File: src/design/sysctl_pkg.sv
// constants, register map and carriers for the system control block
package sysctl_pkg;
  // ==========================================================
  // register byte offsets
  localparam logic [7:0] OFS_CLOCK_CFG = 8'h00;
  localparam logic [7:0] OFS_ADC_RATE = 8'h04;
  localparam logic [7:0] OFS_BROWNOUT = 8'h08;
  localparam logic [7:0] OFS_INT_RAW = 8'h0C;
  localparam logic [7:0] OFS_INT_MASK = 8'h10;
  localparam logic [7:0] OFS_INT_MASKED = 8'h14;
  localparam logic [7:0] OFS_INT_CLEAR = 8'h18;
  localparam logic [7:0] OFS_VERIFY = 8'h1C;
  localparam logic [7:0] OFS_SLEEP_CFG = 8'h20;
  localparam logic [7:0] OFS_FLASH_SIZE = 8'h24;
  localparam logic [7:0] OFS_PWM_DIV = 8'h28;
  // ==========================================================
  // clock config fields
  localparam int CLK_DIV_LSB = 0;   // 4 bits, divide = value + 1
  localparam int CLK_USE_OSC_BIT = 4;
  localparam int CLK_SRC_LSB = 5;   // 2 bits
  localparam int CLK_XTAL_LSB = 8;  // 4 bits
  localparam int CLK_IOSC_DIS_BIT = 12;
  localparam int CLK_MOSC_DIS_BIT = 13;
  localparam logic [31:0] CLOCK_CFG_RESET = 32'h0000_0010;
  // brownout fields
  localparam int BOR_DELAY_LSB = 0; // 13 bits
  localparam int BOR_RESET_BIT = 13;
  localparam int BOR_RESAMPLE_BIT = 14;
  // verify control/status fields
  localparam int VER_IOSC_EN_BIT = 0;
  localparam int VER_MOSC_EN_BIT = 1;
  localparam int VER_PLL_EN_BIT = 2;
  localparam int VER_STAT_LSB = 8;  // 3 status bits
  localparam int SLEEP_GATE_BIT = 0;
  // interrupt flag positions
  localparam int INT_PLL_LOCK = 0;
  localparam int INT_OVERCURRENT = 1;
  localparam int INT_IOSC_FAIL = 2;
  localparam int INT_MOSC_FAIL = 3;
  localparam int INT_LDO_DROOP = 4;
  localparam int INT_SUPPLY_DROOP = 5;
  localparam int INT_PLL_FAIL = 6;
  localparam int NUM_INT = 7;
  localparam int NUM_PERIPH = 32;
  localparam logic [12:0] BOR_DELAY_RESET = 13'h0000;
  localparam logic [1:0] ADC_RATE_RESET = 2'h0;
  localparam logic [2:0] PWM_DIV_RESET = 3'h0;
  // ==========================================================
  // enumerations
  typedef enum logic [1:0] {
    RATE_1M = 2'b00, RATE_500K = 2'b01, RATE_250K = 2'b10,
    RATE_125K = 2'b11
  } adc_rate_select_e;
  typedef enum logic [1:0] {
    SOURCE_MAIN_OSCILLATOR = 2'b00, SOURCE_INTERNAL_OSCILLATOR = 2'b01,
    SOURCE_INTERNAL_DIV_FOUR = 2'b10
  } osc_source_e;
  typedef enum logic [1:0] {
    BOR_IDLE = 2'b00, BOR_WAIT = 2'b01, BOR_HIT = 2'b10
  } bor_state_e;
  // ==========================================================
  // carriers
  typedef struct packed {
    logic [3:0] sysclk_divide_select;
    logic sysclk_from_oscillator;
    logic [1:0] osc_source;
    logic [3:0] xtal_select;
    logic internal_osc_disable;
    logic main_osc_disable;
  } clock_cfg_s;
  typedef struct packed {
    logic [NUM_INT-1:0] raw;
  } int_flags_s;
endpackage

File: src/design/system_clock_brownout_irq_control.sv
// apb system control: clocking, adc rate, brownout and interrupts
//
// Implementation choices: the APB interface to the registers and the register offsets.
`timescale 1ns/100ps
`default_nettype none
module system_clock_brownout_irq_control
  import sysctl_pkg::*;
#(
  parameter logic [31:0] FLASH_BYTES = 32'h0001_0000,
  parameter logic [1:0] ADC_RATE_LIMIT = 2'h0 // fastest allowed rate
) (
  input wire logic ref_clk_in,
  input wire logic rst_n_in,
  input wire logic psel_in,
  input wire logic penable_in,
  input wire logic pwrite_in,
  input wire logic [7:0] paddr_in,
  input wire logic [31:0] pwdata_in,
  output logic [31:0] prdata_out,
  output logic pready_out,
  output logic pslverr_out,
  input wire logic iosc_tick_in,
  input wire logic brownout_det_in,
  input wire logic pll_locked_in,
  input wire logic pll_fail_in,
  input wire logic overcurrent_in,
  input wire logic ldo_droop_in,
  input wire logic iosc_fail_det_in,
  input wire logic mosc_fail_det_in,
  input wire logic deep_sleep_in,
  input wire logic [NUM_PERIPH-1:0] periph_enable_in,
  input wire logic [NUM_PERIPH-1:0] periph_deep_enable_in,
  output logic [NUM_PERIPH-1:0] periph_clk_en_out,
  output logic [3:0] sysclk_div_out,
  output logic sysclk_use_pll_out,
  output logic [1:0] osc_source_out,
  output logic [3:0] xtal_select_out,
  output logic iosc_enable_out,
  output logic mosc_enable_out,
  output logic [1:0] adc_rate_out,
  output logic [2:0] pwm_div_out,
  output logic sys_irq_out,
  output logic brownout_reset_out
);
  // ==========================================================
  // apb access decode
  logic wr_acc;
  logic rd_acc;
  logic addr_ok;
  assign wr_acc = psel_in && penable_in && pwrite_in;
  assign rd_acc = psel_in && penable_in && !pwrite_in;
  assign pready_out = 1'b1;
  assign addr_ok = (paddr_in[1:0] == 2'h0) && (paddr_in <= OFS_PWM_DIV);
  assign pslverr_out = psel_in && penable_in && !addr_ok;

  function automatic logic hit(input logic [7:0] ofs);
    hit = wr_acc && (paddr_in == ofs);
  endfunction

  // ==========================================================
  // clock configuration
  clock_cfg_s clk_reg;
  clock_cfg_s clk_next;
  always_comb begin
    clk_next = clk_reg;
    if (hit(OFS_CLOCK_CFG)) begin
      clk_next.sysclk_divide_select = pwdata_in[CLK_DIV_LSB +: 4];
      clk_next.sysclk_from_oscillator = pwdata_in[CLK_USE_OSC_BIT];
      clk_next.xtal_select = pwdata_in[CLK_XTAL_LSB +: 4];
      // reserved code 3 keeps previous source
      if (pwdata_in[CLK_SRC_LSB +: 2] != 2'h3) begin
        clk_next.osc_source = pwdata_in[CLK_SRC_LSB +: 2];
      end
      clk_next.internal_osc_disable = pwdata_in[CLK_IOSC_DIS_BIT];
      clk_next.main_osc_disable = pwdata_in[CLK_MOSC_DIS_BIT];
    end
    // never stop the oscillator that feeds the system
    if (clk_next.osc_source == SOURCE_MAIN_OSCILLATOR) begin
      clk_next.main_osc_disable = 1'b0;
    end else begin
      clk_next.internal_osc_disable = 1'b0;
    end
  end
  always_ff @(posedge ref_clk_in or negedge rst_n_in) begin
    if (!rst_n_in) begin
      // reset word fields repacked into the struct's own field order
      clk_reg <= {CLOCK_CFG_RESET[CLK_DIV_LSB +: 4],
                  CLOCK_CFG_RESET[CLK_USE_OSC_BIT],
                  CLOCK_CFG_RESET[CLK_SRC_LSB +: 2],
                  CLOCK_CFG_RESET[CLK_XTAL_LSB +: 4],
                  CLOCK_CFG_RESET[CLK_IOSC_DIS_BIT],
                  CLOCK_CFG_RESET[CLK_MOSC_DIS_BIT]};
    end else begin
      clk_reg <= clk_next;
    end
  end
  // peripherals share sysclk; only the pwm divider is separate
  assign sysclk_div_out = clk_reg.sysclk_divide_select;
  assign sysclk_use_pll_out = !clk_reg.sysclk_from_oscillator;
  assign osc_source_out = clk_reg.osc_source;
  assign xtal_select_out = clk_reg.xtal_select;
  assign iosc_enable_out = !clk_reg.internal_osc_disable;
  assign mosc_enable_out = !clk_reg.main_osc_disable;

  // ==========================================================
  // pwm divider and adc rate
  logic [2:0] pwm_div_reg;
  logic [1:0] adc_req_reg;
  always_ff @(posedge ref_clk_in or negedge rst_n_in) begin
    if (!rst_n_in) begin
      pwm_div_reg <= PWM_DIV_RESET;
    end else if (hit(OFS_PWM_DIV)) begin
      pwm_div_reg <= pwdata_in[2:0];
    end
  end
  assign pwm_div_out = pwm_div_reg;
  always_ff @(posedge ref_clk_in or negedge rst_n_in) begin
    if (!rst_n_in) begin
      adc_req_reg <= ADC_RATE_RESET;
    end else if (hit(OFS_ADC_RATE)) begin
      adc_req_reg <= pwdata_in[1:0];
    end
  end
  // larger code is slower; clamp to the hardware limit
  assign adc_rate_out = (adc_req_reg < ADC_RATE_LIMIT) ?
                        ADC_RATE_LIMIT : adc_req_reg;

  // ==========================================================
  // brownout detect with optional resample
  logic [12:0] bor_delay_reg;
  logic bor_reset_sel_reg;
  logic bor_resample_reg;
  bor_state_e bor_state_reg;
  logic [12:0] bor_cnt_reg;
  logic bor_event;
  always_ff @(posedge ref_clk_in or negedge rst_n_in) begin
    if (!rst_n_in) begin
      bor_delay_reg <= BOR_DELAY_RESET;
      bor_reset_sel_reg <= 1'b0;
      bor_resample_reg <= 1'b0;
    end else if (hit(OFS_BROWNOUT)) begin
      bor_delay_reg <= pwdata_in[BOR_DELAY_LSB +: 13];
      bor_reset_sel_reg <= pwdata_in[BOR_RESET_BIT];
      bor_resample_reg <= pwdata_in[BOR_RESAMPLE_BIT];
    end
  end
  // delay counts internal oscillator ticks, not system clocks
  always_ff @(posedge ref_clk_in or negedge rst_n_in) begin
    if (!rst_n_in) begin
      bor_state_reg <= BOR_IDLE;
      bor_cnt_reg <= 13'h0000;
    end else begin
      case (bor_state_reg)
        BOR_IDLE: begin
          if (brownout_det_in) begin
            if (!bor_resample_reg) begin
              bor_state_reg <= BOR_HIT;
            end else begin
              bor_state_reg <= BOR_WAIT;
              bor_cnt_reg <= bor_delay_reg;
            end
          end
        end
        BOR_WAIT: begin
          if (bor_cnt_reg == 13'h0000) begin
            // second sample must also be active
            bor_state_reg <= brownout_det_in ? BOR_HIT : BOR_IDLE;
          end else if (iosc_tick_in) begin
            bor_cnt_reg <= bor_cnt_reg - 13'h0001;
          end
        end
        BOR_HIT: begin
          if (!brownout_det_in) begin
            bor_state_reg <= BOR_IDLE;
          end
        end
        default: bor_state_reg <= BOR_IDLE;
      endcase
    end
  end
  assign bor_event = (bor_state_reg == BOR_HIT);
  always_ff @(posedge ref_clk_in or negedge rst_n_in) begin
    if (!rst_n_in) begin
      brownout_reset_out <= 1'b0;
    end else begin
      brownout_reset_out <= bor_event && bor_reset_sel_reg;
    end
  end

  // ==========================================================
  // clock verification status
  logic [2:0] ver_en_reg;
  logic [2:0] ver_stat_reg;
  logic [2:0] ver_fail;
  assign ver_fail = {pll_fail_in, mosc_fail_det_in, iosc_fail_det_in};
  always_ff @(posedge ref_clk_in or negedge rst_n_in) begin
    if (!rst_n_in) begin
      ver_en_reg <= 3'h0;
    end else if (hit(OFS_VERIFY)) begin
      ver_en_reg <= pwdata_in[2:0];
    end
  end
  // writing a one to a status bit clears it; a new failure wins
  always_ff @(posedge ref_clk_in or negedge rst_n_in) begin
    if (!rst_n_in) begin
      ver_stat_reg <= 3'h0;
    end else begin
      ver_stat_reg <= (ver_stat_reg & ~(hit(OFS_VERIFY) ?
                      pwdata_in[VER_STAT_LSB +: 3] : 3'h0))
                      | (ver_fail & ver_en_reg);
    end
  end

  // ==========================================================
  // deep-sleep peripheral gating
  logic sleep_gate_reg;
  always_ff @(posedge ref_clk_in or negedge rst_n_in) begin
    if (!rst_n_in) begin
      sleep_gate_reg <= 1'b0;
    end else if (hit(OFS_SLEEP_CFG)) begin
      sleep_gate_reg <= pwdata_in[SLEEP_GATE_BIT];
    end
  end
  always_ff @(posedge ref_clk_in or negedge rst_n_in) begin
    if (!rst_n_in) begin
      periph_clk_en_out <= '0;
    end else if (deep_sleep_in && sleep_gate_reg) begin
      periph_clk_en_out <= periph_deep_enable_in;
    end else begin
      periph_clk_en_out <= periph_enable_in;
    end
  end

  // ==========================================================
  // interrupt flags, mask and output
  int_flags_s flags_reg;
  logic [NUM_INT-1:0] mask_reg;
  logic [NUM_INT-1:0] set_vec;
  logic [NUM_INT-1:0] clr_vec;
  logic pll_lock_d_reg;
  always_ff @(posedge ref_clk_in or negedge rst_n_in) begin
    if (!rst_n_in) begin
      pll_lock_d_reg <= 1'b0;
    end else begin
      pll_lock_d_reg <= pll_locked_in;
    end
  end
  always_comb begin
    set_vec = '0;
    set_vec[INT_PLL_LOCK] = pll_locked_in && !pll_lock_d_reg;
    set_vec[INT_OVERCURRENT] = overcurrent_in;
    set_vec[INT_IOSC_FAIL] = iosc_fail_det_in && ver_en_reg[0];
    set_vec[INT_MOSC_FAIL] = mosc_fail_det_in && ver_en_reg[1];
    set_vec[INT_LDO_DROOP] = ldo_droop_in;
    // a brownout set for reset raises no flag
    set_vec[INT_SUPPLY_DROOP] = bor_event && !bor_reset_sel_reg;
    set_vec[INT_PLL_FAIL] = pll_fail_in && ver_en_reg[2];
  end
  // decoded in place: hidden reads inside a function never wake an assign
  assign clr_vec = (wr_acc && (paddr_in == OFS_INT_CLEAR)) ?
                   pwdata_in[NUM_INT-1:0] : '0;
  // set wins over a simultaneous clear
  always_ff @(posedge ref_clk_in or negedge rst_n_in) begin
    if (!rst_n_in) begin
      flags_reg <= '0;
    end else begin
      flags_reg.raw <= (flags_reg.raw & ~clr_vec) | set_vec;
    end
  end
  always_ff @(posedge ref_clk_in or negedge rst_n_in) begin
    if (!rst_n_in) begin
      mask_reg <= '0;
    end else if (hit(OFS_INT_MASK)) begin
      mask_reg <= pwdata_in[NUM_INT-1:0];
    end
  end
  always_ff @(posedge ref_clk_in or negedge rst_n_in) begin
    if (!rst_n_in) begin
      sys_irq_out <= 1'b0;
    end else begin
      sys_irq_out <= |(flags_reg.raw & mask_reg);
    end
  end

  // ==========================================================
  // read data, registered in the setup phase, valid in the access phase
  always_ff @(posedge ref_clk_in or negedge rst_n_in) begin
    if (!rst_n_in) begin
      prdata_out <= 32'h0000_0000;
    end else if (psel_in && !penable_in && !pwrite_in) begin
      case (paddr_in)
        OFS_CLOCK_CFG: prdata_out <= {18'h0, clk_reg.main_osc_disable,
          clk_reg.internal_osc_disable, clk_reg.xtal_select, 1'b0,
          clk_reg.osc_source, clk_reg.sysclk_from_oscillator,
          clk_reg.sysclk_divide_select};
        OFS_ADC_RATE: prdata_out <= {30'h0, adc_rate_out};
        OFS_BROWNOUT: prdata_out <= {17'h0, bor_resample_reg,
                                     bor_reset_sel_reg, bor_delay_reg};
        OFS_INT_RAW: prdata_out <= {25'h0, flags_reg.raw};
        OFS_INT_MASK: prdata_out <= {25'h0, mask_reg};
        OFS_INT_MASKED: prdata_out <= {25'h0,
                                       flags_reg.raw & mask_reg};
        OFS_VERIFY: prdata_out <= {21'h0, ver_stat_reg, 5'h0, ver_en_reg};
        OFS_SLEEP_CFG: prdata_out <= {31'h0, sleep_gate_reg};
        OFS_FLASH_SIZE: prdata_out <= FLASH_BYTES;
        OFS_PWM_DIV: prdata_out <= {29'h0, pwm_div_reg};
        default: prdata_out <= 32'h0000_0000;
      endcase
    end
  end

  // ==========================================================
  // checks
  AST_IRQ_FOLLOWS: assert property (@(posedge ref_clk_in)
    disable iff (!rst_n_in)
    |(flags_reg.raw & mask_reg) |=> sys_irq_out)
    else $error("irq missing for enabled flag");
  AST_IRQ_MASKED: assert property (@(posedge ref_clk_in)
    disable iff (!rst_n_in)
    (mask_reg == '0) |=> !sys_irq_out)
    else $error("irq with all sources disabled");
  AST_CLEAR: assert property (@(posedge ref_clk_in)
    disable iff (!rst_n_in)
    (clr_vec[0] && !set_vec[0])
      |=> !flags_reg.raw[0])
    else $error("flag not cleared");
  AST_LOCK_FLAG: assert property (@(posedge ref_clk_in)
    disable iff (!rst_n_in)
    $rose(pll_locked_in) |=> ##1 flags_reg.raw[INT_PLL_LOCK])
    else $error("pll lock flag not set");
  AST_ADC_LIMIT: assert property (@(posedge ref_clk_in)
    disable iff (!rst_n_in)
    adc_rate_out >= ADC_RATE_LIMIT && adc_rate_out >= adc_req_reg)
    else $error("adc rate above limit");
  AST_KEEP_OSC: assert property (@(posedge ref_clk_in)
    disable iff (!rst_n_in)
    (osc_source_out == SOURCE_MAIN_OSCILLATOR) |-> mosc_enable_out)
    else $error("running oscillator disabled");
  AST_BOR_DIRECT: assert property (@(posedge ref_clk_in)
    disable iff (!rst_n_in)
    (bor_state_reg == BOR_IDLE && brownout_det_in && !bor_resample_reg
     && bor_reset_sel_reg) |=> ##1 brownout_reset_out)
    else $error("brownout reset missing");
  AST_VERIFY_HOLD: assert property (@(posedge ref_clk_in)
    disable iff (!rst_n_in)
    (ver_stat_reg[0] && !(wr_acc && (paddr_in == OFS_VERIFY)))
      |=> ver_stat_reg[0])
    else $error("verify status lost");
  AST_GATING: assert property (@(posedge ref_clk_in)
    disable iff (!rst_n_in)
    (deep_sleep_in && sleep_gate_reg)
      |=> periph_clk_en_out == $past(periph_deep_enable_in))
    else $error("deep-sleep gating wrong");
  COV_IRQ: cover property (@(posedge ref_clk_in) $rose(sys_irq_out));
  COV_BOR_RESAMPLE: cover property (@(posedge ref_clk_in)
    bor_state_reg == BOR_WAIT ##[1:50] bor_state_reg == BOR_HIT);
  COV_BOR_RESET: cover property (@(posedge ref_clk_in)
    brownout_reset_out);
endmodule
`default_nettype wire

File: config.mk
export PLATFORM = sky130hd
export DESIGN_NAME = system_clock_brownout_irq_control
export DESIGN_NICKNAME = d
export VERILOG_FILES = /design/src/design/sysctl_pkg.sv /design/src/design/system_clock_brownout_irq_control.sv
export SDC_FILE = /design/constraint.sdc
export NUM_CORES = 1
export LEC_CHECK = 0
export BUFFER_PORTS_ARGS = -buffer_cell sky130_fd_sc_hd__clkbuf_2
export CAP_MARGIN = 15
export CORE_ASPECT_RATIO = 0.5
export CORE_UTILIZATION = 50
export CTS_CLUSTER_SIZE = 25
export DETAILED_ROUTE_END_ITERATION = 8
export PLACE_DENSITY = 0.91
export SLEW_MARGIN = 25
export SYNTH_ARGS = -nofsm -noshare
export SYNTH_HDL_FRONTEND = slang
export SYNTH_SLANG_ARGS = --single-unit
File: constraint.sdc
create_clock -name ref_clk_in -period 2.3 [get_ports ref_clk_in]
set_clock_uncertainty 0.05 [all_clocks]
set_input_delay 0.115 -clock ref_clk_in [delete_from_list [all_inputs] [get_ports ref_clk_in]]
set_output_delay 0.115 -clock ref_clk_in [all_outputs]
set_load 0.1 [all_outputs]
==> flow_summary.json <==
{
  "p_int_uw": 4190,
  "holdPathEnd": "mask_reg[6]",
  "grt_pass1_wl_mm": 30.4,
  "place_area_um2": 6680,
  "ys_ff_latch": 120,
  "dpl.cell_count": 809,
  "setup_viol": 0,
  "n_antenna_cell": 0,
  "viasPerCell": 5.94,
  "synth_top_area_cell": "dfrtp_1",
  "synth_common_cells": "dfrtp_1 (119), mux2_2 (64), nand2_1 (44)",
  "die_y_um": 78.0,
  "layout_min_cycle_time_ps": 2130,
  "core_um2": 11100,
  "cp-start-kind": "flip-flop",
  "pwr-share-comb_pct": 19.5,
  "grt_overflow_total": 0,
  "r2r_cells": 4,
  "grt_start_max_net_pins": 47,
  "r2r_setup_slack_ps": 170,
  "rsz0062_at_grt": "no",
  "cts_hold_buf": 85,
  "path_cells": "nand2_1, buf_4, mux2_2, dlygate4sd3_1",
  "antenna_found_initial": 0,
  "crit_type": "flip-flop to flip-flop",
  "max_slew.worst_pin.slew_ps": 759,
  "wl_per_cell_um": 21.0,
  "syn-instance-count": 512,
  "cp_num_cells": 4,
  "grt_use_total_pct": 33.5,
  "post_cts_buffers": 0,
  "crit_family": "buffers and inverters",
  "io_pins": 204,
  "slew_headroom_pct": 49.0,
  "final_hold_viol_count": 0,
  "r2r-start": "sleep_gate_reg",
  "swShare_pct": 31.1,
  "cp_slowest_cell": "dlygate4sd3_1",
  "clk-insertion-delay-late_ps": 420,
  "p_leak_uw": 0.00390,
  "cp.required_ps": 2540,
  "layout-drive-gt1-share_pct": 39.0,
  "post_cts_resized": 0,
  "critPathBufInv": 2,
  "yosysWarnings": 0,
  "tritoncts": "done",
  "largest_register": "periph_clk_en_out",
  "cts_made_buffers": 17,
  "finalCritPeriodShare_pct": 92.7,
  "final_area_um2": 8090,
  "finalNonFillerCells": 922,
  "n_fill_cell": 665,
  "async_flop_share_pct": 100,
  "ant_nets": 0,
  "power_frac_clock_pct": 42.0,
  "place_congestion": 0.888,
  "reg2reg_to": "periph_clk_en_out[2]",
  "dpl.hpwl_mm": 11.6,
  "drc_errors": 0,
  "critPathMaxStageDelay_ps": 590,
  "synthMostInstantiatedCell": "dfrtp_1",
  "layout.nets": 888,
  "power_density_nw_per_um2": 751,
  "min_path_type": "input pin to flip-flop",
  "synth_top_area_share_pct": 51.5,
  "drtIter0Drc": 488,
  "synth_flop_cell": "dfrtp_1",
  "outcome": "finished clean",
  "fmax_mhz": 469,
  "cp-end-kind": "flip-flop",
  "syn_avg_cell_area_um2": 11.3,
  "syn_area_um2": 5780,
  "ir_drop_v": 0.000590,
  "cts_root_buf": "clkbuf_16",
  "fp.dieW_um": 154,
  "wl_mm": 19.3,
  "critPathArrivalTime_ps": 2380,
  "hp-start": "pwdata_in[6]",
  "cts.clk_slew.worst_paths_ps": 50,
  "cts_buffer_depth": 2,
  "slew_violations": 0,
  "cts.sinks": 120,
  "syn_to_final_growth_pct": 40.0,
  "synth-edff-count": 0,
  "die_area_um2": 12000,
  "num_rows": 27,
  "worst-path-max-fanout": 29,
  "io_buffer_count": 169,
  "reg_top3": "periph_clk_en_out: 32 flops, prdata_out: 16 flops",
  "num_vias": 5480,
  "hold_ws_ps": 40.6,
  "synth.distinct_cells": 63,
  "grt_pass1_vias": 5779,
  "initial_utilization_pct": 52.0,
  "cp-startpoint": "sleep_gate_reg",
  "h-tree-depth": 4,
  "seqPwrFrac_pct": 38.5,
  "drtPass1Iterations": 5,
  "largest_reg_flops": 32,
  "finalCoreUtilization_pct": 72.8,
  "min_path_cells": 2,
  "p_switching_uw": 1890,
  "maxCapViolCount": 0,
  "synth-seq-area-share_pct": 52.0,
  "ys_top_cells_by_area": "dfrtp_1 (52%), mux2_2 (12%), buf_4 (3.5%)",
  "finalSetupTns_ps": 0
}
[cell families (layout without fill, tap and decap cells)]
family	count (synthesis)	after routing	share of synthesized area [%]
multiplexers	78	78	16.0
AND/OR/NAND/NOR	142	142	13.0
AO/OA/AOI/OAI	110	110	12.4
flip-flops	120	120	52.0
buffers and inverters	58	308	6.04
other	2	17	0.130
adder cells (fa/ha/maj)	2	2	0.433
[worst max-delay path by stage]
stage,to
global route,bor_cnt_reg[10]
floorplan,bor_cnt_reg[6]
global placement,bor_delay_reg[10]
detailed placement,bor_cnt_reg[10]
CTS,periph_clk_en_out[18]
finish,periph_clk_en_out[2]
[layout by cell type, fill, tap and decap left out, drive strengths merged, types with 3 or more instances in the layout]
cell           n
nand3b         5
nand2b         4
inv           11
o21ai         23
a221oi         3
o31ai          3
buf           16
a21oi         31
dlygate4sd3   85
a22oi          7
nand3         14
a22o           7
mux2i          3
a32oi          4
o22a           3
clkbuf       193
mux2          74
o22ai          7
a31oi          4
nor4           5
nor2          40
nor3           4
and2           4
and3           5
dfrtp        119
nand2         46
conb          17
[cell type report]
type	count	area, µm²	share of cell area (%)
multi-input combinational	349	2480	30.7
inverter	11	41.3	0.510
sequential	120	3000	37.1
clock inverter	3	40.0	0.495
timing repair buffer	269	1820	22.6
clock buffer	25	515	6.37
tap	145	181	2.24
[per-layer routing]
metal | track usage (%) | vias up | wire [µm]
li1 | - | 2319 | -
met1 | 38.0 | 2624 | 6860
met2 | 57.6 | 421 | 9420
met3 | 9.83 | 116 | 2020
met4 | 19.1 | 0 | 1040
met5 | 0 | - | 0
[power by group through the flow]
stage	Sequential [µW]	Clock (µW)	Combinational, µW
3_5_place_dp	2360	0	1040
3_3_place_gp	2350	0	1020
6_report	2340	2560	1180
5_1_grt	2350	2650	1230
2_1_floorplan	2730	0	391
4_1_cts	2330	2530	1160
[worst register-to-register path: stages (launching register included)]
cell	delay (ps)
dfrtp_1	400
nand2_1	180
buf_4	390
mux2_2	400
dlygate4sd3_1	590
[through the flow]
step / setup slack, ps / total power (µW)
after floorplan: 510 / 3120
final: 168 / 6080
after global placement: 363 / 3370
after CTS: 195 / 6020
after detailed placement: 263 / 3400
after global routing: 67.2 / 6220
Note: power is estimated with default switching activity, not from simulation.
